**config.mk**
```make
export PLATFORM = sky130hd
export DESIGN_NAME = scc_sys_ctrl
export DESIGN_NICKNAME = d
export VERILOG_FILES = /design/src/scc_pkg.sv /design/src/scc_meas_if.sv /design/src/scc_meas_seq.sv /design/src/scc_sys_ctrl.sv
export VERILOG_INCLUDE_DIRS = /design/src
export SDC_FILE = /design/constraint.sdc
export NUM_CORES = 1
export LEC_CHECK = 0
export BUFFER_PORTS_ARGS = -buffer_cell sky130_fd_sc_hd__buf_2
export CAP_MARGIN = 40
export CELL_PAD_IN_SITES_DETAIL_PLACEMENT = 1
export CELL_PAD_IN_SITES_GLOBAL_PLACEMENT = 2
export CORE_MARGIN = 2
export CORE_UTILIZATION = 40
export DETAILED_ROUTE_END_ITERATION = 16
export HOLD_SLACK_MARGIN = 0.08
export PLACE_DENSITY_LB_ADDON = 0.1
export SLEW_MARGIN = 10
export SYNTH_ARGS = -nofsm -noshare
export SYNTH_HDL_FRONTEND = slang
export SYNTH_SLANG_ARGS = --single-unit
```
**constraint.sdc**
```tcl
create_clock -name clk -period 7.3 [get_ports clk]
set_clock_uncertainty 0.2 [all_clocks]
set_input_delay 0.73 -clock clk [delete_from_list [all_inputs] [get_ports clk]]
set_output_delay 0.73 -clock clk [all_outputs]
set_load 0.005 [all_outputs]
```
**src/scc_map.svh**
```systemverilog
`ifndef SCC_MAP_SVH
`define SCC_MAP_SVH
`define SCC_CLK_MHZ 100
`define SCC_START_WN_MS 30
`define SCC_START_WN_CYC (`SCC_START_WN_MS * 1000 * `SCC_CLK_MHZ)
`define SCC_SETTLE_US 100
`define SCC_SETTLE_CYC (`SCC_SETTLE_US * `SCC_CLK_MHZ)
`define SCC_WDOG_CYC 1000000
`define SCC_ADDR_MODE 4'h0
`define SCC_ADDR_CFG 4'h1
`define SCC_ADDR_STAT 4'h2
`define SCC_ADDR_BRIDGE 4'h3
`define SCC_ADDR_TEMP1 4'h4
`define SCC_ADDR_TEMP2 4'h5
`define SCC_ADDR_CMD 4'h6
`define SCC_CMD_EXIT 16'h0001
`define SCC_CMD_CLEAR 16'h0002
`define SCC_SIGNATURE 16'ha5c3
`define SCC_CFG_OUT_LSB 0
`define SCC_CFG_DIAG_EN 2
`define SCC_CFG_SAME_TS 3
`define SCC_CFG_SLEEP 4
`define SCC_CFG_BCC_EN 5
`endif

```
**src/scc_pkg.sv**
```systemverilog
package scc_pkg;
    typedef enum logic [1:0] {SCC_OUT_LIN, SCC_OUT_HSS, SCC_OUT_LSS, SCC_OUT_BAD} scc_out_t;
    typedef enum logic [2:0] {
        SCC_MUX_BRIDGE, SCC_MUX_CAL_TEMP, SCC_MUX_MEAS_TEMP, SCC_MUX_AZ, SCC_MUX_DIAG
    } scc_mux_t;
    typedef enum logic [2:0] {
        SCC_ST_POR, SCC_ST_LOAD, SCC_ST_START, SCC_ST_NORMAL, SCC_ST_COMMAND, SCC_ST_DIAG
    } scc_state_t;
endpackage

```
**src/scc_meas_if.sv**
```systemverilog
`timescale 1ns/1ns
interface scc_meas_if;
    import scc_pkg::*;
    logic step;
    logic adc_valid;
    logic [15:0] adc_data;
    logic [15:0] az_value;
    logic [14:0] bridge_out;
    logic [14:0] temp1_out;
    logic [14:0] temp2_out;
    scc_mux_t mux_sel;
    logic cycle_done;
    logic diag_fail;
    modport ctrl (output step, output adc_valid, output adc_data, input mux_sel,
        input bridge_out, input temp1_out, input temp2_out, input cycle_done,
        input diag_fail, input az_value);
    modport seq (input step, input adc_valid, input adc_data, output mux_sel,
        output bridge_out, output temp1_out, output temp2_out, output cycle_done,
        output diag_fail, output az_value);
endinterface

```
**src/scc_meas_seq.sv**
```systemverilog
`timescale 1ns/1ns
module scc_meas_seq
    import scc_pkg::*;
(
    input wire logic clk,
    input wire logic rst_n,
    input wire logic lin_mode,
    input wire logic same_sensor,
    scc_meas_if.seq m
);
    typedef struct packed {
        scc_mux_t mux;
        logic [15:0] az;
        logic [14:0] bridge;
        logic [14:0] t1;
        logic [14:0] t2;
        logic done;
        logic fail;
    } scc_seq_t;
    scc_seq_t s_reg, s_next;

    // Auto-zero subtract and clamp into the positive 15-bit range
    function automatic logic [14:0] norm15(input logic [15:0] raw, input logic [15:0] az);
        logic [16:0] d;
        d = {1'b0, raw} - {1'b0, az};
        if (d[16]) norm15 = 15'h0000;
        else if (d[15]) norm15 = 15'h7fff;
        else norm15 = d[14:0];
    endfunction

    always_comb begin
        s_next = s_reg;
        s_next.done = 1'b0;
        if (m.step && m.adc_valid) begin
            unique case (s_reg.mux)
                SCC_MUX_BRIDGE: begin
                    s_next.bridge = norm15(m.adc_data, s_reg.az);
                    s_next.mux = SCC_MUX_CAL_TEMP;
                end
                SCC_MUX_CAL_TEMP: begin
                    s_next.t1 = norm15(m.adc_data, s_reg.az);
                    // Second temperature only in LIN mode
                    s_next.mux = lin_mode ? SCC_MUX_MEAS_TEMP : SCC_MUX_AZ;
                end
                SCC_MUX_MEAS_TEMP: begin
                    s_next.t2 = same_sensor ? s_reg.t1 : norm15(m.adc_data, s_reg.az);
                    s_next.mux = SCC_MUX_AZ;
                end
                SCC_MUX_AZ: begin
                    s_next.az = m.adc_data;
                    s_next.mux = SCC_MUX_DIAG;
                end
                default: begin
                    // Connection, short, aging checks every cycle regardless of enable
                    s_next.fail = m.adc_data[15];
                    s_next.done = 1'b1;
                    s_next.mux = SCC_MUX_BRIDGE;
                end
            endcase
        end
    end

    always_ff @(posedge clk or negedge rst_n) begin
        if (!rst_n) begin
            s_reg <= '0;
        end else begin
            s_reg <= s_next;
        end
    end

    assign m.mux_sel = s_reg.mux;
    assign m.az_value = s_reg.az;
    assign m.bridge_out = s_reg.bridge;
    assign m.temp1_out = s_reg.t1;
    assign m.temp2_out = s_reg.t2;
    assign m.cycle_done = s_reg.done;
    assign m.diag_fail = s_reg.fail;
endmodule

```
**src/scc_sys_ctrl.sv**
```systemverilog
// Added by the designer: strobed register access and the register addresses.
`timescale 1ns/1ns
`include "scc_map.svh"
module scc_sys_ctrl
    import scc_pkg::*;
#(
    parameter int START_WN_CYC = `SCC_START_WN_CYC,
    parameter int SETTLE_CYC = `SCC_SETTLE_CYC,
    parameter int WDOG_CYC = `SCC_WDOG_CYC
)
(
    input wire logic clk,
    input wire logic rst_n,
    input wire logic supply_ok,
    input wire logic osc_ok,
    input wire logic mem_fault,
    input wire logic bcc_fail,
    input wire logic nvm_valid,
    input wire logic [15:0] nvm_signature,
    input wire logic [7:0] nvm_config,
    input wire logic adc_valid,
    input wire logic [15:0] adc_data,
    input wire logic lin_rx,
    input wire logic high_side_rx,
    input wire logic low_side_rx,
    input wire logic cmd_frame_done,
    input wire logic [3:0] reg_addr,
    input wire logic [15:0] reg_wdata,
    input wire logic reg_wr,
    input wire logic reg_rd,
    output logic [15:0] reg_rdata,
    output logic [2:0] mux_sel,
    output logic nvm_read,
    output logic link_rx,
    output logic [2:0] link_src,
    output logic lin_tx_en,
    output logic high_side_en,
    output logic low_side_en,
    output logic resistive_out,
    output logic lin_sleep_en,
    output logic [1:0] mode,
    output logic [3:0] status
);
    typedef struct packed {
        scc_state_t st;
        logic [31:0] cnt;
        logic [31:0] wdog;
        logic [7:0] cfg;
        logic [3:0] stat;
        logic [15:0] rdata;
        logic [2:0] mux;
        logic nvm_rd;
        logic first_done;
        logic rx;
        logic [2:0] src;
        logic lin_en;
        logic hs_en;
        logic ls_en;
        logic resist;
        logic sleep;
        logic [1:0] mode;
        logic [2:0] rx_s1;
        logic [2:0] rx_s2;
        logic [2:0] fl_s1;
        logic [2:0] fl_s2;
    } scc_ctrl_t;
    scc_ctrl_t r_reg, r_next;

    scc_meas_if mi();
    logic lin_mode;
    logic step;
    scc_out_t out_sel;

    assign out_sel = scc_out_t'(r_reg.cfg[`SCC_CFG_OUT_LSB +: 2]);
    assign lin_mode = (out_sel == SCC_OUT_LIN);
    assign step = (r_reg.st == SCC_ST_START) || (r_reg.st == SCC_ST_NORMAL);
    assign mi.step = step;
    assign mi.adc_valid = adc_valid;
    assign mi.adc_data = adc_data;

    scc_meas_seq u_seq (
        .clk(clk),
        .rst_n(rst_n),
        .lin_mode(lin_mode),
        .same_sensor(r_reg.cfg[`SCC_CFG_SAME_TS]),
        .m(mi.seq)
    );

    // Register read mux shared by all states
    function automatic logic [15:0] rd_mux(input logic [3:0] a, input scc_ctrl_t r,
        input logic [14:0] b, input logic [14:0] t1, input logic [14:0] t2);
        unique case (a)
            `SCC_ADDR_MODE: rd_mux = {14'h0000, r.mode};
            `SCC_ADDR_CFG: rd_mux = {8'h00, r.cfg};
            `SCC_ADDR_STAT: rd_mux = {12'h000, r.stat};
            `SCC_ADDR_BRIDGE: rd_mux = {1'b0, b};
            `SCC_ADDR_TEMP1: rd_mux = {1'b0, t1};
            `SCC_ADDR_TEMP2: rd_mux = {1'b0, t2};
            default: rd_mux = 16'h0000;
        endcase
    endfunction

    // Drivers for each mode: only the selected output may ever drive
    function automatic logic [2:0] drv(input scc_out_t o);
        unique case (o)
            SCC_OUT_LIN: drv = 3'h1;
            SCC_OUT_HSS: drv = 3'h2;
            SCC_OUT_LSS: drv = 3'h4;
            default: drv = 3'h0;
        endcase
    endfunction

    logic [2:0] rx_now;
    logic [2:0] fail_now;
    logic fault;
    logic [2:0] act;

    always_comb begin
        r_next = r_reg;
        // Two-flop synchronisers for pins and asynchronous monitors
        r_next.rx_s1 = {low_side_rx, ~high_side_rx, lin_rx};
        r_next.rx_s2 = r_reg.rx_s1;
        r_next.fl_s1 = {~osc_ok, mem_fault, bcc_fail};
        r_next.fl_s2 = r_reg.fl_s1;
        rx_now = r_reg.rx_s2;
        fail_now = r_reg.fl_s2;
        r_next.nvm_rd = 1'b0;
        r_next.rdata = 16'h0000;
        act = drv(out_sel);
        r_next.src = 3'h0;
        r_next.rx = 1'b1;
        r_next.wdog = r_reg.wdog + 32'd1;
        if (mi.cycle_done) begin
            r_next.wdog = 32'd0;
        end
        if (reg_rd) begin
            r_next.rdata = rd_mux(reg_addr, r_reg, mi.bridge_out, mi.temp1_out, mi.temp2_out);
        end
        fault = fail_now[2] || fail_now[1] || (r_reg.wdog >= WDOG_CYC);
        // Sensor checks report even with diagnostic processing switched off
        fault = fault || mi.diag_fail;
        unique case (r_reg.st)
            SCC_ST_POR: begin
                // Hold internal reset until the supply has been good long enough
                r_next.cnt = supply_ok ? r_reg.cnt + 32'd1 : 32'd0;
                if (r_reg.cnt >= SETTLE_CYC) begin
                    r_next.st = SCC_ST_LOAD;
                    r_next.cnt = 32'd0;
                    r_next.nvm_rd = 1'b1;
                end
            end
            SCC_ST_LOAD: begin
                if (nvm_valid) begin
                    r_next.cfg = nvm_config;
                    r_next.cnt = 32'd0;
                    r_next.wdog = 32'd0;
                    // Broken signature or broken chip goes straight to diagnostics
                    if (nvm_signature != `SCC_SIGNATURE) begin
                        r_next.st = SCC_ST_DIAG;
                        r_next.stat[0] = 1'b1;
                    end else if (nvm_config[`SCC_CFG_BCC_EN] && fail_now[0]) begin
                        r_next.st = SCC_ST_DIAG;
                        r_next.stat[1] = 1'b1;
                    end else begin
                        r_next.st = SCC_ST_START;
                    end
                end
            end
            SCC_ST_START: begin
                r_next.cnt = r_reg.cnt + 32'd1;
                r_next.lin_en = 1'b0;
                r_next.hs_en = 1'b0;
                r_next.ls_en = 1'b0;
                r_next.src = rx_now;
                r_next.rx = &rx_now;
                if (mi.cycle_done) r_next.first_done = 1'b1;
                if (cmd_frame_done) begin
                    r_next.st = SCC_ST_COMMAND;
                end else if (r_reg.cnt >= START_WN_CYC - 1) begin
                    r_next.st = SCC_ST_NORMAL;
                    r_next.lin_en = act[0];
                    r_next.hs_en = act[1];
                    r_next.ls_en = act[2];
                    // PWM cannot work with sleep enabled
                    r_next.sleep = lin_mode && r_reg.cfg[`SCC_CFG_SLEEP];
                end
            end
            SCC_ST_NORMAL: begin
                if (lin_mode) begin
                    r_next.src = {2'b00, rx_now[0]};
                    r_next.rx = rx_now[0];
                end
                if (fault) begin
                    r_next.st = SCC_ST_DIAG;
                    r_next.stat[3] = r_reg.stat[3] || fail_now[2];
                    r_next.stat[2] = r_reg.stat[2] || fail_now[1] || mi.diag_fail;
                    r_next.stat[1] = r_reg.stat[1] || (r_reg.wdog >= WDOG_CYC);
                    r_next.hs_en = 1'b0;
                    r_next.ls_en = 1'b0;
                    r_next.resist = !lin_mode;
                end
            end
            SCC_ST_COMMAND: begin
                // Config and command registers writable by software only here
                if (reg_wr && reg_addr == `SCC_ADDR_CFG) begin
                    r_next.cfg = reg_wdata[7:0];
                end
                if (reg_wr && reg_addr == `SCC_ADDR_CMD && reg_wdata == `SCC_CMD_CLEAR) begin
                    r_next.stat = 4'h0;
                end
                if (reg_wr && reg_addr == `SCC_ADDR_CMD && reg_wdata == `SCC_CMD_EXIT) begin
                    r_next.st = SCC_ST_NORMAL;
                    r_next.lin_en = act[0];
                    r_next.hs_en = act[1];
                    r_next.ls_en = act[2];
                    r_next.sleep = lin_mode && r_reg.cfg[`SCC_CFG_SLEEP];
                end
                r_next.wdog = 32'd0;
                r_next.src = rx_now;
            end
            SCC_ST_DIAG: begin
                // LIN stays reachable so a master can read the status bits
                r_next.lin_en = act[0];
                r_next.hs_en = 1'b0;
                r_next.ls_en = 1'b0;
                r_next.resist = !lin_mode;
                r_next.wdog = 32'd0;
                if (lin_mode) r_next.src = {2'b00, rx_now[0]};
            end
            default: r_next.st = SCC_ST_POR;
        endcase
        r_next.mux = mi.mux_sel;
        r_next.mode = (r_next.st == SCC_ST_COMMAND) ? 2'h1 :
            (r_next.st == SCC_ST_DIAG) ? 2'h2 : 2'h0;
    end

    always_ff @(posedge clk or negedge rst_n) begin
        if (!rst_n) begin
            r_reg <= '0;
        end else begin
            r_reg <= r_next;
        end
    end

    assign reg_rdata = r_reg.rdata;
    assign mux_sel = r_reg.mux;
    assign nvm_read = r_reg.nvm_rd;
    assign link_rx = r_reg.rx;
    assign link_src = r_reg.src;
    assign lin_tx_en = r_reg.lin_en;
    assign high_side_en = r_reg.hs_en;
    assign low_side_en = r_reg.ls_en;
    assign resistive_out = r_reg.resist;
    assign lin_sleep_en = r_reg.sleep;
    assign mode = r_reg.mode;
    assign status = r_reg.stat;
endmodule

```
; ---- After elaboration in Yosys (flattened, before gate mapping)
; Cells that the tools add are included.
[word_totals]
register_bits = 188
out_inout_bits = 35
elab_cells = 168
[op_classes]
n_addsub = 3
magnitude_cmp = 3
n_eq_ne = 31
n_mux = 53
n_bitwise = 3
reduce_logical = 46
[ops]
columns = op, n
row1 = 32-bit one-hot mux with 3 select lines, 1
row2 = 15-bit one-hot mux with 6 select lines, 1
row3 = 75-bit two-way mux, 1
row4 = 32-bit by 1-bit adder with 32-bit output (second input constant), 2
row5 = 32-bit two-way mux, 2
row6 = 32-bit one-hot mux with 2 select lines, 1
row7 = 15-bit two-way mux, 4
row8 = 35-bit two-way mux, 1
row9 = 3-bit two-way mux, 11
row10 = 32-bit by 14-bit greater-or-equal comparator with 1-bit output (second input constant), 1
row11 = 32-bit by 20-bit greater-or-equal comparator with 1-bit output (second input constant), 1
row12 = 32-bit by 22-bit greater-or-equal comparator with 1-bit output (second input constant), 1
row13 = 2-bit inequality test (second input constant), 9
row14 = 3-bit one-hot mux with 3 select lines, 2
row15 = 3-bit one-hot mux with 6 select lines, 1
row16 = 16-bit by 16-bit subtractor with 17-bit output, 1
row17 = 16-bit by 1-bit equality test with 1-bit output (second input constant), 1
row18 = 16-bit by 2-bit equality test with 1-bit output (second input constant), 1
row19 = 16-bit inequality test (second input constant), 1
row20 = 8-bit one-hot mux with 2 select lines, 1
row21 = 2-bit AND reduction, 8
row22 = 3-bit by 2-bit equality test with 1-bit output (second input constant), 4
row23 = 3-bit equality test (second input constant), 4
row24 = 4-bit by 3-bit equality test with 1-bit output (second input constant), 3
row25 = 30 further kinds, 76

; ---- Logic depth before layout (Yosys ltp)
; Gate-level depths: netlist of run 1.
[depth]
word_depth = 8
depth_mapped = 11

; ---- Modules after synthesis
; Synthesis of run 1 repeated with hierarchy kept, for this count alone.
[hier_totals]
cells_unflattened = 1026
hier_area_um2 = 9905.8
[by_module_without_submodules]
columns = mod, instances, cells_per_inst, area_per_inst_um2, seq_area_each_um2
row1 = scc_sys_ctrl, 1, 667, 6377.4, 3027.9
row2 = scc_meas_seq, 1, 359, 3528.4, 1651.6

; ---- Worst setup path before layout of run 1
; Ideal clock, no wire load.
[synth_path]
path_type = input port to flip-flop
startpoint = in adc_data[0]
endpoint = reg u_seq.s_reg (netlist bit u_seq.m.temp1_out[10])
t_arrival_ps = 2824
required_time_ps = 7017
slack_ps = 4194
path_stages = 11
path_buffers = 1
cell_sequence = inv_1 -> ha_1 -> fa_1 -> nor2b_1 -> o2111ai_1 -> a21oi_1 -> o31ai_2 -> o21a_1 -> or2_1 -> clkbuf_1 -> o21ai_0
[synth_via]
elab_chain_len = 3
[synth_rtl]
columns = element, line
row1 = "start, declared", scc_sys_ctrl.sv:22  ; input wire logic [15:0] adc_data,
row2 = 16-bit by 16-bit subtractor with 17-bit output *, scc_meas_seq.sv:25  ; d = {1'b0, raw} - {1'b0, az};
row3 = 15-bit two-way mux, scc_meas_seq.sv:27  ; else if (d[15]) norm15 = 15'h7fff;
row4 = 15-bit two-way mux *, scc_meas_seq.sv:26  ; if (d[16]) norm15 = 15'h0000;
row5 = "end signal, assigned", scc_meas_seq.sv:67  ; s_reg <= s_next;
row6 = "end, declared", scc_meas_seq.sv:20  ; scc_seq_t s_reg, s_next;
; Mark *: on every way between the ends. The rest lies on a longest branch, timed or not.
; A chain may end at the register's enable or synchronous reset.

; ---- Final worst setup path of run 1
[layout_path]
startpoint = reg r_reg[121] (netlist name)
endpoint = reg u_seq.s_reg (netlist bit u_seq.m.bridge_out[1])
[layout_via]
elab_chain_len = 4
[layout_rtl]
columns = element, line
row1 = "start, declared", scc_sys_ctrl.sv:67  ; scc_ctrl_t r_reg, r_next;
row2 = "start signal, assigned", scc_sys_ctrl.sv:241  ; r_reg <= r_next;
row3 = 3-bit by 2-bit equality test with 1-bit output, scc_sys_ctrl.sv:76  ; assign step = (r_reg.st == SCC_ST_START) || (r_reg.st == SCC_ST_NORMAL);
row4 = 1-bit logical OR *, scc_sys_ctrl.sv:76
row5 = 1-bit logical AND *, scc_meas_seq.sv:34  ; if (m.step && m.adc_valid) begin
row6 = 2-bit AND reduction (no line) *, n/a
; Marked as above.

==> summary.md, run 1 <==
The run finished with clean final reports. The number of global-route vias before repair was 7,864; the post-CTS setup buffer count was 0. After layout, the worst setup slack is 3709 ps. After layout, the design draws a total of 2124 µW.

The worst path needs 3591 ps of the cycle, external delays included. The Yosys step of the flow raised 0 warnings. Setup repair after global routing left no endpoint under its margin. The root buffer cell chosen for the clock tree is sky130_fd_sc_hd__clkbuf_16.

In the synthesized netlist the dominant register cell turns out to be sky130_fd_sc_hd__dfrtp_1. During placement, the flow inserted port buffers numbering 107. The initial antenna violation count came out at 1. The capturing element type of the critical path is a register.

The tools report the remaining global-route overflow as 0. The detail route stage leaves a number of antenna-violating nets equal to 0. The number of distinct library cells after synthesis came out at 72. In this run the core area contains 56 standard-cell rows. Of the cells placed in the final design, the portion with a size suffix greater than 1 is 15.41%. The tools report the TritonCTS buffer count as 17. Measured along the x axis, the die boundary spans 158.8 µm. Timing would allow up to 278.4 MHz.

The tool flagged a number of max-cap violations equal to 0. The critical setup path kind is reg -> reg. Among all cell types in the netlist, the one instantiated most often is sky130_fd_sc_hd__dfrtp_1.

The area share of the largest cell type after synthesis was 48.83%; the minimum hold slack was 94.60 ps. The delay of the slowest critical-path stage came out at 680 ps. For the worst-skew pair, the clock arrives at the later sink with an insertion delay of 440 ps.

Routability-driven placement finished with a final weighted congestion of 0.7834. The number of hold violations in the final report is 0. The worst path uses 49.20% of the clock period.

On the critical path the largest part of the delay comes from simple AND/OR/NAND/NOR gates. In this run the worst hold path is classified as in -> async. Clock-pin slew was measured on the worst setup and hold paths at 70 ps. Data arrives at the worst endpoint at 3730 ps.

In the global route stage, overall resource usage came out at 21.46%. The power density over the cells works out to 194.6 nW/µm². The synthesized design spends more area on one cell type than any other, namely sky130_fd_sc_hd__dfrtp_1. The first detailed-routing pass took 5 iterations.

Together, buffers and inverters on the worst path number 0. Of all flip-flops after synthesis, the portion carrying an async set or reset was 100.0%. The maximum vdd ir drop was 0.0001062 V. By instance count, the cell type seen most on the critical path is sky130_fd_sc_hd__nand2_1.

The detailed router finished its first iteration with 486 violations. The netlist area before placement was 9584 µm². Of all nets on the critical path, the largest fanout is 18.

The analysis attributes to cell leakage a power of 0.004973 µW. Detailed routing inserted a total of 7,733 vias. The critical path goes through nor2b_1 > nand2_1 > nor2_1 > nand2_1 > or2_1 > o21ai_0. The slowest stage of the critical path belongs to the cell sky130_fd_sc_hd__dfrtp_1. In the final timing run, aggregate negative setup slack is 0 ps. The number of sinks handled by clock tree synthesis came out at 187. Post-CTS repair changed the size of 0 cells. The repair_antennas step left the layout with diodes totalling 0. By count the netlist is led by sky130_fd_sc_hd__dfrtp_1, sky130_fd_sc_hd__nand2_1, sky130_fd_sc_hd__nor2_1. The net count after synthesis was 1,125; the largest net degree at the start of global routing was 71. The first global-routing pass estimated 43,280 µm of wire. CTS built an H-tree with a depth of 4.

STA classifies the critical path startpoint as a register. The number of nets in the final layout is 1,198, and the actual slew at the worst max-slew pin is 855.7 ps. After clock tree synthesis, the flow added hold-fix buffers numbering 0. The number of synthesized register bits works out to 187. In the final routed layout, each cell accounts on average for 18.29 µm. After synthesis, the mean cell area works out to 9.305 µm².

The logs give 1,030 for the synthesized instance count and 18,740 µm for the detailed-placement wirelength estimate. Yosys attributes the largest share of cell area to sky130_fd_sc_hd__dfrtp_1, sky130_fd_sc_hd__nand2_1, sky130_fd_sc_hd__nor2_1, sky130_fd_sc_hd__o21ai_0, sky130_fd_sc_hd__xor2_1. The boundary pin count was 109; the wire length reported by the detailed router was 26,250 µm.

The worst slew margin relative to its limit was 42.74%; the full die area was 25,210 µm². The height of the die is 158.8 µm. The register with the most flip-flops in the layout has 73 of them.

In this run the deepest clock path goes through 2 buffers. The share of the Yosys chip area taken by registers is 48.83%. The final max-slew violation count came out at 0. For this run, design rule violations remaining after detail routing come to 0. The run gives 23,470 µm² as the core region area. The post-synthesis to final-layout area growth is 13.89%, and the setup slack at placement is 3532 ps. For the worst setup path, the data required time is 7440 ps. The logs give 2,760 for the layout filler cell count and 0 for the setup-violating endpoint count in the final report. After detailed routing, the number of vias per cell comes to 5.389. The synthesized design contains 0 enable-type register cells.

TritonCTS built the clock tree. For this configuration, the core starts out at a cell density of 40.83%.
routing by layer:
layer | vias up | share of wire (%) | wire (µm) | track usage, %
li1 | 3728 | - | - | -
met1 | 3861 | 51 | 13390 | 32.19
met2 | 123 | 44 | 11520 | 31.98
met3 | 19 | 4.0 | 1061 | 4.023
met4 | 2 | 1.0 | 267 | 5.088
met5 | - | 0.027 | 7 | 0
worst register-to-register path, delay by kind of cell, from the launching register on:
family          cells  cell delay, ps
flops               1             680
compound gates      1             290
simple gates        5            2320
area by class of cell:
cell class              count  area, µm²  area share (%)
inverters                  39      146.4           1.341
clock inverters            14      172.7           1.582
multi-input cells         736       4400           40.31
clock buffers              18      439.2           4.023
repair buffers            122      678.2           6.213
well taps                 319      399.1           3.657
flip-flops and latches    187       4679           42.87
cells in the final DEF, fill, tap and decap left out, drive strengths merged, types with 14 or more instances in the layout:
master,n
a21oi,41
dfrtp,187
xor2,32
o21ai,84
nor3,14
inv,46
nand2,151
nor2,118
nor4,16
and3,30
o221ai,15
xnor2,26
buf,121
ha,20
nand3,31
nand4,15
clkbuf,19
kinds of logic (layout without fill, tap and decap cells):
| family | Yosys count | after routing | synth area share, % |
|---|---|---|---|
| multiplexers | 11 | 11 | 1.188 |
| buffers and inverters | 107 | 193 | 5.457 |
| other | 1 | 1 | 0.03913 |
| XOR/XNOR | 58 | 58 | 5.300 |
| flip-flops | 187 | 187 | 48.83 |
| AO/OA/AOI/OAI | 219 | 219 | 15.22 |
| adder cells (fa/ha/maj) | 21 | 21 | 2.820 |
| AND/OR/NAND/NOR | 426 | 426 | 21.15 |
power breakdown:
part / internal (µW) / switching, µW / total [µW]
combinational: 36.4 / 66.5 / 103
clock: 528 / 452 / 980
sequential: 1040 / 2.22 / 1040
total: 1600 / 520 / 2120
final timing paths:
path | slack, ps | cells after the start | start | endpoint
setup / recovery | 3710 | 6 | r_reg[121] | u_seq.m.bridge_out[1]
hold / removal | 90 | 1 | rst_n | r_reg[112]
setup reg to reg | 3710 | 6 | r_reg[121] | u_seq.m.bridge_out[1]
hold reg to reg | 150 | 0 | r_next[0] | fail_now[0]
max in group asynchronous | 5640 | 2 | rst_n | lin_sleep_en
min in group clk | 150 | 0 | r_next[0] | fail_now[0]
stage by stage:
step,cell area (µm²),cells,util [%]
3_5_place_dp,10300,1403,43.90
2_1_floorplan,9584,1030,-
4_1_cts,10920,1435,46.50
6_report,10920,1435,46.50
5_1_grt,10920,1435,46.50
3_3_place_gp,10250,1399,43.68
No activity file was read; power rests on OpenSTA's default activity.
==> inputs of run 2 (changes only) <==
--- a/config.mk
+++ b/config.mk
@@ -6,12 +6,13 @@
 export SDC_FILE = /design/constraint.sdc
 export NUM_CORES = 1
 export LEC_CHECK = 0
+export ABC_AREA = 1
 export BUFFER_PORTS_ARGS = -buffer_cell sky130_fd_sc_hd__buf_2
 export CAP_MARGIN = 40
 export CELL_PAD_IN_SITES_DETAIL_PLACEMENT = 1
 export CELL_PAD_IN_SITES_GLOBAL_PLACEMENT = 2
 export CORE_MARGIN = 2
-export CORE_UTILIZATION = 40
+export CORE_UTILIZATION = 31
 export DETAILED_ROUTE_END_ITERATION = 16
 export HOLD_SLACK_MARGIN = 0.08
 export PLACE_DENSITY_LB_ADDON = 0.1
==> constraint.sdc (replaced) <==
create_clock -name clk -period 3.1 [get_ports clk]
set_clock_uncertainty 0.2 [all_clocks]
set_input_delay 0.31 -clock clk [delete_from_list [all_inputs] [get_ports clk]]
set_output_delay 0.31 -clock clk [all_outputs]
set_load 0.005 [all_outputs]
==> run 2 against run 1 <==
  * Synthesized area rose by 12%
  * First-iteration DRC count rose by 7.6%
  * Global-route usage fell by 1.6 points
  * Sequential cell count did not move
  * Sequential share of layout area fell by 5.8 points
==> summary.md, run 2 <==
The net count after synthesis was 1,554 (was 1,125). The logs give 0 ps (unchanged) for the total negative slack and 9,677 (was 7,733) for the total via count in the routed design. The tools report the residual antenna-violating net count after detailed routing as 0 (unchanged). Sequential element share of the synthesized area: 43.47% (was 48.83%).

The tools report the worst slew margin relative to its limit as 47.19% (was 42.74%). The run gives 523 (was 486) as the starting DRC count in detailed routing. For the detailed-placement wirelength estimate, the log shows 26,180 µm (was 18,740 µm).

The clock-pin slew on the worst setup and hold paths was 90 ps (was 70 ps). The count of input and output buffers is 107 (unchanged), and the actual slew at the worst max-slew pin is 791.2 ps (was 855.7 ps). For the core region area, the log shows 34,370 µm² (was 23,470 µm²). The number of flip-flops under the largest register name came out at 73 (unchanged). The Yosys warning count came out at 0 (unchanged). The TritonCTS buffer count was 17 (unchanged); the least setup slack across all paths after layout was 296.0 ps (was 3709 ps). Synth cell count leaders: sky130_fd_sc_hd__nand2_1, sky130_fd_sc_hd__inv_1, sky130_fd_sc_hd__dfrtp_1 (was sky130_fd_sc_hd__dfrtp_1, sky130_fd_sc_hd__nand2_1, sky130_fd_sc_hd__nor2_1). Worst min-delay path category: in -> reg (was in -> async). TritonCTS built the clock tree. For the H-tree level count, the log shows 4 (unchanged).

The area share of the largest cell type after synthesis works out to 43.47% (was 48.83%). The top cell type by total area after synthesis was sky130_fd_sc_hd__dfrtp_1 (unchanged). Most frequent cells in the layout: sky130_fd_sc_hd__nand2_1, sky130_fd_sc_hd__inv_1, sky130_fd_sc_hd__dfrtp_1 (was sky130_fd_sc_hd__dfrtp_1, sky130_fd_sc_hd__nand2_1, sky130_fd_sc_hd__nor2_1).

The number of antenna diodes was 0 (unchanged); the effective utilization at floorplan was 31.32% (was 40.83%). The routed length per instance is 16.74 µm (was 18.29 µm). Data arrival at the endpoint of the critical path: 3000 ps (was 3730 ps).

The number of nets in the final layout was 1,672 (was 1,198); the number of synthesized register bits was 187 (unchanged). The cell with the most instances after synthesis was sky130_fd_sc_hd__nand2_1 (was sky130_fd_sc_hd__dfrtp_1). Final critical delay including setup and external delays: 2804 ps (was 3591 ps).

The fraction of layout cells with a size suffix above 1 was 12.64% (was 15.41%). The most common cell after layout, fill and taps aside is sky130_fd_sc_hd__nand2_1 (was sky130_fd_sc_hd__dfrtp_1). The run gives 4 (was 5) as the number of detailed-route iterations in the first pass. The number of enable-type register cells in the synthesized netlist is 0 (unchanged). Cell at the root of the clock tree: sky130_fd_sc_hd__clkbuf_16 (unchanged). The power density over the cells is 540.0 nW/µm² (was 194.6 nW/µm²). The routed via count divided by cell count was 4.732 (was 5.389). Cell with the largest stage delay on the worst path: sky130_fd_sc_hd__o31ai_4 (was sky130_fd_sc_hd__dfrtp_1).

The maximum vdd ir drop is 0.0003688 V (was 0.0001062 V). Delay of the slowest critical-path stage: 590 ps (was 680 ps). Fraction of the core area covered by cells at the end of the flow: 36.72% (was 46.50%). The run gives 9,890 (was 7,864) as the number of global-route vias before repair. For the largest net degree at the start of global routing, the log shows 74 (was 71). The logs give 36,230 µm² (was 25,210 µm²) for the full die area and 6816 µW (was 2124 µW) for the overall power after layout. The flow ran to the end, and the final reports show no timing, DRC or antenna violations.

The highest attainable clock frequency came out at 356.6 MHz (was 278.4 MHz). Most frequently used flop master after synthesis: sky130_fd_sc_hd__dfrtp_1 (unchanged). The maximum root-to-sink buffer count was 2 (unchanged). The run gives 0 (unchanged) as the post-CTS setup buffer count. The logs give 0 (unchanged) for the number of hold violations in the final report and 0 (unchanged) for the number of gates resized after CTS. The final period utilization was 90.45% (was 49.20%). The setup-violating endpoint count in the final report came out at 0 (unchanged). The run gives 187 (unchanged) as the number of sinks handled by clock tree synthesis.

The maximum fanout along the worst path is 23 (was 18), and the synthesized instance count is 1,459 (was 1,030). List of cells traversed by the critical path: nor2_1 > inv_2 > nor2_4 > inv_2 > o31ai_4 > nor2_1 > a31oi_1 > dlygate4sd3_1 (was nor2b_1 > nand2_1 > nor2_1 > nand2_1 > or2_1 > o21ai_0). The tools report the count of unresolved DRC violations after routing as 0 (unchanged). The remaining global-route overflow is 0 (unchanged).

Height of the die: 190.4 µm (was 158.8 µm). Capturing element type of the critical path: a register (unchanged). The post-synthesis to final-layout area growth is 17.24% (was 13.89%). The setup slack at placement was 516.8 ps (was 3532 ps); the share of async-settable or async-resettable flops after synthesis was 100.0% (unchanged).

Netlist area before placement: 10,770 µm² (was 9584 µm²). The first-pass GRT wire length was 55,870 µm (was 43,280 µm); the overall fraction of global-route tracks in use was 19.88% (was 21.46%). The initial antenna violation count is 0 (was 1), and the number of distinct library cells after synthesis is 48 (was 72). Setup repair after global routing left no endpoint under its margin. The run gives 34,240 µm (was 26,250 µm) as the wire length reported by the detailed router. Top cells by area in the synthesized netlist: sky130_fd_sc_hd__dfrtp_1, sky130_fd_sc_hd__nand2_1, sky130_fd_sc_hd__inv_1, sky130_fd_sc_hd__nor2_1, sky130_fd_sc_hd__nand3_1 (was sky130_fd_sc_hd__dfrtp_1, sky130_fd_sc_hd__nand2_1, sky130_fd_sc_hd__nor2_1, sky130_fd_sc_hd__o21ai_0, sky130_fd_sc_hd__xor2_1). The critical setup path kind is reg -> reg (unchanged). For the final max-slew violation count, the log shows 0 (unchanged). The critical path startpoint category is a register (unchanged). The placer's final routability congestion estimate is 0.8177 (was 0.7834). The run gives 109 (unchanged) as the boundary pin count.

The required time of the critical path is 3300 ps (was 7440 ps), and the die span in x is 190.4 µm (was 158.8 µm). The run gives 0.006290 µW (was 0.004973 µW) as the leakage power summed over all cells. The worst-skew pair later-pin latency is 460 ps (was 440 ps). The run gives 68 (was 56) as the number of standard-cell rows in the floorplan. Count of maximum capacitance violations: 0 (unchanged). The mean instance size in the synthesized netlist is 7.379 µm² (was 9.305 µm²).
run 2: repair_timing:
action                     CTS  global route
setup endpoints to repair    0             0
hold buffers                37             0
hold endpoints to repair   112             0
run 2: per-stage QoR:
| stage | hold slack, ps | area, µm² | cells |
|---|---|---|---|
| final | 104.1 | 12620 | 2045 |
| after global routing | 126.2 | 12620 | 2045 |
| after CTS | 86.16 | 12620 | 2045 |
| after detailed placement | 137.2 | 11620 | 1976 |
| after global placement | 132.0 | 11620 | 1976 |
| after floorplan | -185.6 | 10770 | 1459 |
run 2: path summary, 6_finish.rpt:
check                             start           to  slack [ps]  cells after the start
setup / recovery             r_reg[121]    r_reg[50]         300                      8
hold / removal             reg_wdata[5]    r_reg[53]         100                      5
setup reg to reg             r_reg[121]    r_reg[50]         300                      8
hold reg to reg               r_next[0]  fail_now[0]         150                      0
max in group asynchronous         rst_n    r_reg[60]        1680                      3
min in group asynchronous         rst_n   r_reg[116]         240                      2
run 2: cells by family (layout without fill, tap and decap cells):
group | Yosys count | count (layout) | synth area share (%)
xor gates and xnor gates | 29 | 29 | 2.359
DFF | 187 | 187 | 43.47
AOI/OAI and AO/OA | 195 | 195 | 10.11
adders and majority gates | 21 | 21 | 2.510
buffers and inverters | 270 | 401 | 11.01
and+or+nand+nor | 756 | 756 | 30.51
other | 1 | 1 | 0.03483
run 2: area by class of cell:
cell class / count / area [µm²]
repair buffers: 160 / 1060
fillers: 4287 / 21750
clock inverters: 15 / 201.4
clock buffers: 17 / 425.4
flip-flops and latches: 187 / 4679
inverters: 209 / 784.5
multi-input cells: 1002 / 4901
well taps: 455 / 569.3
run 2: metal layers:
layer	routed length, µm	GRT usage, %	share of wire (%)	up-vias
met5	0	0	0	-
met4	314	3.995	0.92	0
met3	1008	2.632	2.9	20
met2	13860	28.60	40	137
met1	19060	31.38	56	4652
li1	-	-	-	4868
run 2: worst max-delay path: cells and delay by family (launching register included):
| kind | cells | cell delay (ps) |
|---|---|---|
| simple gates | 3 | 480 |
| compound gates | 2 | 760 |
| flops | 1 | 450 |
| buf+inv | 3 | 870 |
run 2: where the power goes:
part | switching (µW) | total, µW | leakage, µW | internal [µW]
clock | 1130 | 2370 | 0.000307 | 1240
sequential | 147 | 2760 | 0.00246 | 2610
combinational | 1160 | 1680 | 0.00353 | 525
total | 2440 | 6820 | 0.00629 | 4380
==> inputs of run 3 (changes only) <==
--- a/config.mk
+++ b/config.mk
@@ -6,13 +6,12 @@
 export SDC_FILE = /design/constraint.sdc
 export NUM_CORES = 1
 export LEC_CHECK = 0
-export ABC_AREA = 1
 export BUFFER_PORTS_ARGS = -buffer_cell sky130_fd_sc_hd__buf_2
 export CAP_MARGIN = 40
 export CELL_PAD_IN_SITES_DETAIL_PLACEMENT = 1
 export CELL_PAD_IN_SITES_GLOBAL_PLACEMENT = 2
 export CORE_MARGIN = 2
-export CORE_UTILIZATION = 31
+export CORE_UTILIZATION = 33
 export DETAILED_ROUTE_END_ITERATION = 16
 export HOLD_SLACK_MARGIN = 0.08
 export PLACE_DENSITY_LB_ADDON = 0.1
==> run 3 against run 2 <==
  * Clock power is 5% lower
  * Final area fell by 8.5%
  * Die area fell by 16%
  * Critical path type unchanged
  * Critical endpoint is now out_sel[0]
  * Largest power group unchanged
==> summary.md, run 3 (synthesized netlist as in run 1, its figures left out) <==
Layer carrying the most global-route usage: met2 (was met1). The placement-stage cell area was 10,560 µm² (was 11,620 µm²). Post-layout instance area: 11,540 µm² (was 12,620 µm²).

The run gives 4996 µW (was 6816 µW) as the overall power after layout. The cell at the root of the clock tree is sky130_fd_sc_hd__clkbuf_16 (unchanged). The number of flip-flops under the largest register name came out at 73 (unchanged).

The routed via count divided by cell count is 5.073 (was 4.732). For the setup-violating endpoint count in the final report, the log shows 0 (unchanged). The tools report the TritonCTS buffer count as 17 (unchanged). The starting DRC count in detailed routing was 419 (was 523); the power density over the cells was 432.8 nW/µm² (was 540.0 nW/µm²). Number of hold violations in the final report: 0 (unchanged). The worst setup path startpoint is r_reg[122] (was r_reg[121]). The logs give 0 (unchanged) for the residual antenna-violating net count after detailed routing and 40.33% (was 36.72%) for the fraction of the core area covered by cells at the end of the flow. The total via count in the routed design is 7,904 (was 9,677), and the placer's final routability congestion estimate is 0.7713 (was 0.8177).

The maximum root-to-sink buffer count was 2 (unchanged); the leakage power summed over all cells was 0.005228 µW (was 0.006290 µW). The met2 layer usage reported by global route came out at 29.99% (was 28.60%). The run gives 0 (unchanged) as the final max-slew violation count.

The most common cell after layout, fill and taps aside is sky130_fd_sc_hd__dfrtp_1 (was sky130_fd_sc_hd__nand2_1). The setup slack at placement came out at 0.5753 ps (was 516.8 ps). The largest net degree at the start of global routing is 64 (was 74). For the number of sinks handled by clock tree synthesis, the log shows 187 (unchanged).

TritonCTS built the clock tree. The clock-pin slew on the worst setup and hold paths was 70 ps (was 90 ps). Setup repair after global routing left no endpoint under its margin.

Full die area: 30,420 µm² (was 36,230 µm²). The tools report the maximum vdd ir drop as 0.0003434 V (was 0.0003688 V). Most frequent cells in the layout: sky130_fd_sc_hd__dfrtp_1, sky130_fd_sc_hd__nand2_1, sky130_fd_sc_hd__nor2_1 (was sky130_fd_sc_hd__nand2_1, sky130_fd_sc_hd__inv_1, sky130_fd_sc_hd__dfrtp_1). The least setup slack across all paths after layout was 192.4 ps (was 296.0 ps); the fraction of layout cells with a size suffix above 1 was 16.88% (was 12.64%). The count of input and output buffers was 107 (unchanged). For the routing usage on met3, the log shows 3.193% (was 2.632%).

The number of standard-cell rows in the floorplan was 62 (was 68); the maximum fanout along the worst path was 10 (was 23). The start point of the worst hold path was nvm_config[6] (was reg_wdata[5]). The flow ran to the end, and the final reports show no timing, DRC or antenna violations.

The final critical delay including setup and external delays came out at 2908 ps (was 2804 ps). The die span in x works out to 174.4 µm (was 190.4 µm). First-pass GRT wire length: 46,790 µm (was 55,870 µm). The number of global-route vias before repair is 8,316 (was 9,890), and the worst-skew pair later-pin latency is 440 ps (was 460 ps). The critical path startpoint category was a register (unchanged). The startpoint of the worst-slack reg-to-reg timing path is r_reg[122] (was r_reg[121]). Worst min-delay path category: in -> reg (unchanged). The tools report the minimum hold slack as 105.6 ps (was 104.1 ps). The effective utilization at floorplan came out at 33.48% (was 31.32%).

For the remaining global-route overflow, the log shows 0 (unchanged). Number of nets in the final layout: 1,255 (was 1,672). The capturing element type of the critical path is a register (unchanged). The required time of the critical path is 3220 ps (was 3300 ps). The tools report the core region area as 28,630 µm² (was 34,370 µm²). The worst slew margin relative to its limit was 45.53% (was 47.19%); the final period utilization was 93.80% (was 90.45%). Highest attainable clock frequency: 343.9 MHz (was 356.6 MHz).

The routed length per instance came out at 18.30 µm (was 16.74 µm). Met1 track demand over resource in global routing: 29.16% (was 31.38%). The tools report the count of maximum capacitance violations as 0 (unchanged).

The overall fraction of global-route tracks in use was 19.62% (was 19.88%); the height of the die was 174.4 µm (was 190.4 µm). For the detailed-placement wirelength estimate, the log shows 20,440 µm (was 26,180 µm). Actual slew at the worst max-slew pin: 817.1 ps (was 791.2 ps). The critical setup path kind is reg -> reg (unchanged). The number of detailed-route iterations in the first pass is 5 (was 4), and the initial antenna violation count is 1 (was 0). The data arrival at the endpoint of the critical path is 3030 ps (was 3000 ps). Boundary pin count: 109 (unchanged).

The count of unresolved DRC violations after routing was 0 (unchanged). The logs give 28,510 µm (was 34,240 µm) for the wire length reported by the detailed router and 4 (unchanged) for the H-tree level count. The post-synthesis to final-layout area growth came out at 20.44% (was 17.24%).
==> run 3: path summary, 6_finish.rpt <==
path                              endpoint  cells after the start  slack (ps)
worst max-delay path            out_sel[0]                      6         190
worst min-delay path             r_reg[54]                      4         110
min in group asynchronous        r_reg[84]                      2         230
max in group asynchronous       r_reg[113]                      3        1650
worst max register to register  out_sel[0]                      6         190
worst min register to register   rx_now[0]                      0         150
==> run 3: final cells by class <==
class | count | area, µm²
diodes | 1 | 2.502
multi-input cells | 736 | 4408
clock inverters | 15 | 178.9
clock buffers | 17 | 425.4
inverters | 39 | 146.4
fillers | 3375 | 17080
well taps | 384 | 480.5
flip-flops and latches | 187 | 4679
repair buffers | 179 | 1222
==> run 3: what timing repair did <==
| action | 4_1_cts | 5_1_grt |
|---|---|---|
| hold buffers | 35 | 0 |
| resized for setup | 0 | 6 |
| endpoints found under the setup margin | 0 | 39 |
| buffers inserted | 0 | 2 |
| endpoints found under the hold margin | 99 | 0 |
==> run 3: where the power goes <==
group          leakage, µW  switching, µW  total, µW  internal, µW
combinational      0.00248            168        287           118
clock             0.000290           1100       2260          1160
sequential         0.00246           5.13       2450          2450
total              0.00523           1270       5000          3720
==> run 3: critical path, cell delays in order, from the launching register on <==
cell                            delay, ps
sky130_fd_sc_hd__dfrtp_1              590
sky130_fd_sc_hd__clkinv_1             360
sky130_fd_sc_hd__or3_1                610
sky130_fd_sc_hd__and3_1               250
sky130_fd_sc_hd__a211oi_1             160
sky130_fd_sc_hd__dlygate4sd3_1        580
sky130_fd_sc_hd__a21oi_1               40
==> run 3: routing by layer <==
metal / vias up / part of all wire (%)
met3: 13 / 3.2
met1: 3923 / 51
met5: - / 0
met2: 118 / 45
li1: 3850 / -
met4: 0 / 0.84
==> run 3: per-stage QoR <==
stage | setup TNS, ps | instances
floorplan | 0 | 1030
global placement | -6769 | 1487
detailed placement | 0 | 1488
CTS | 0 | 1555
global route | 0 | 1558
finish | 0 | 1558
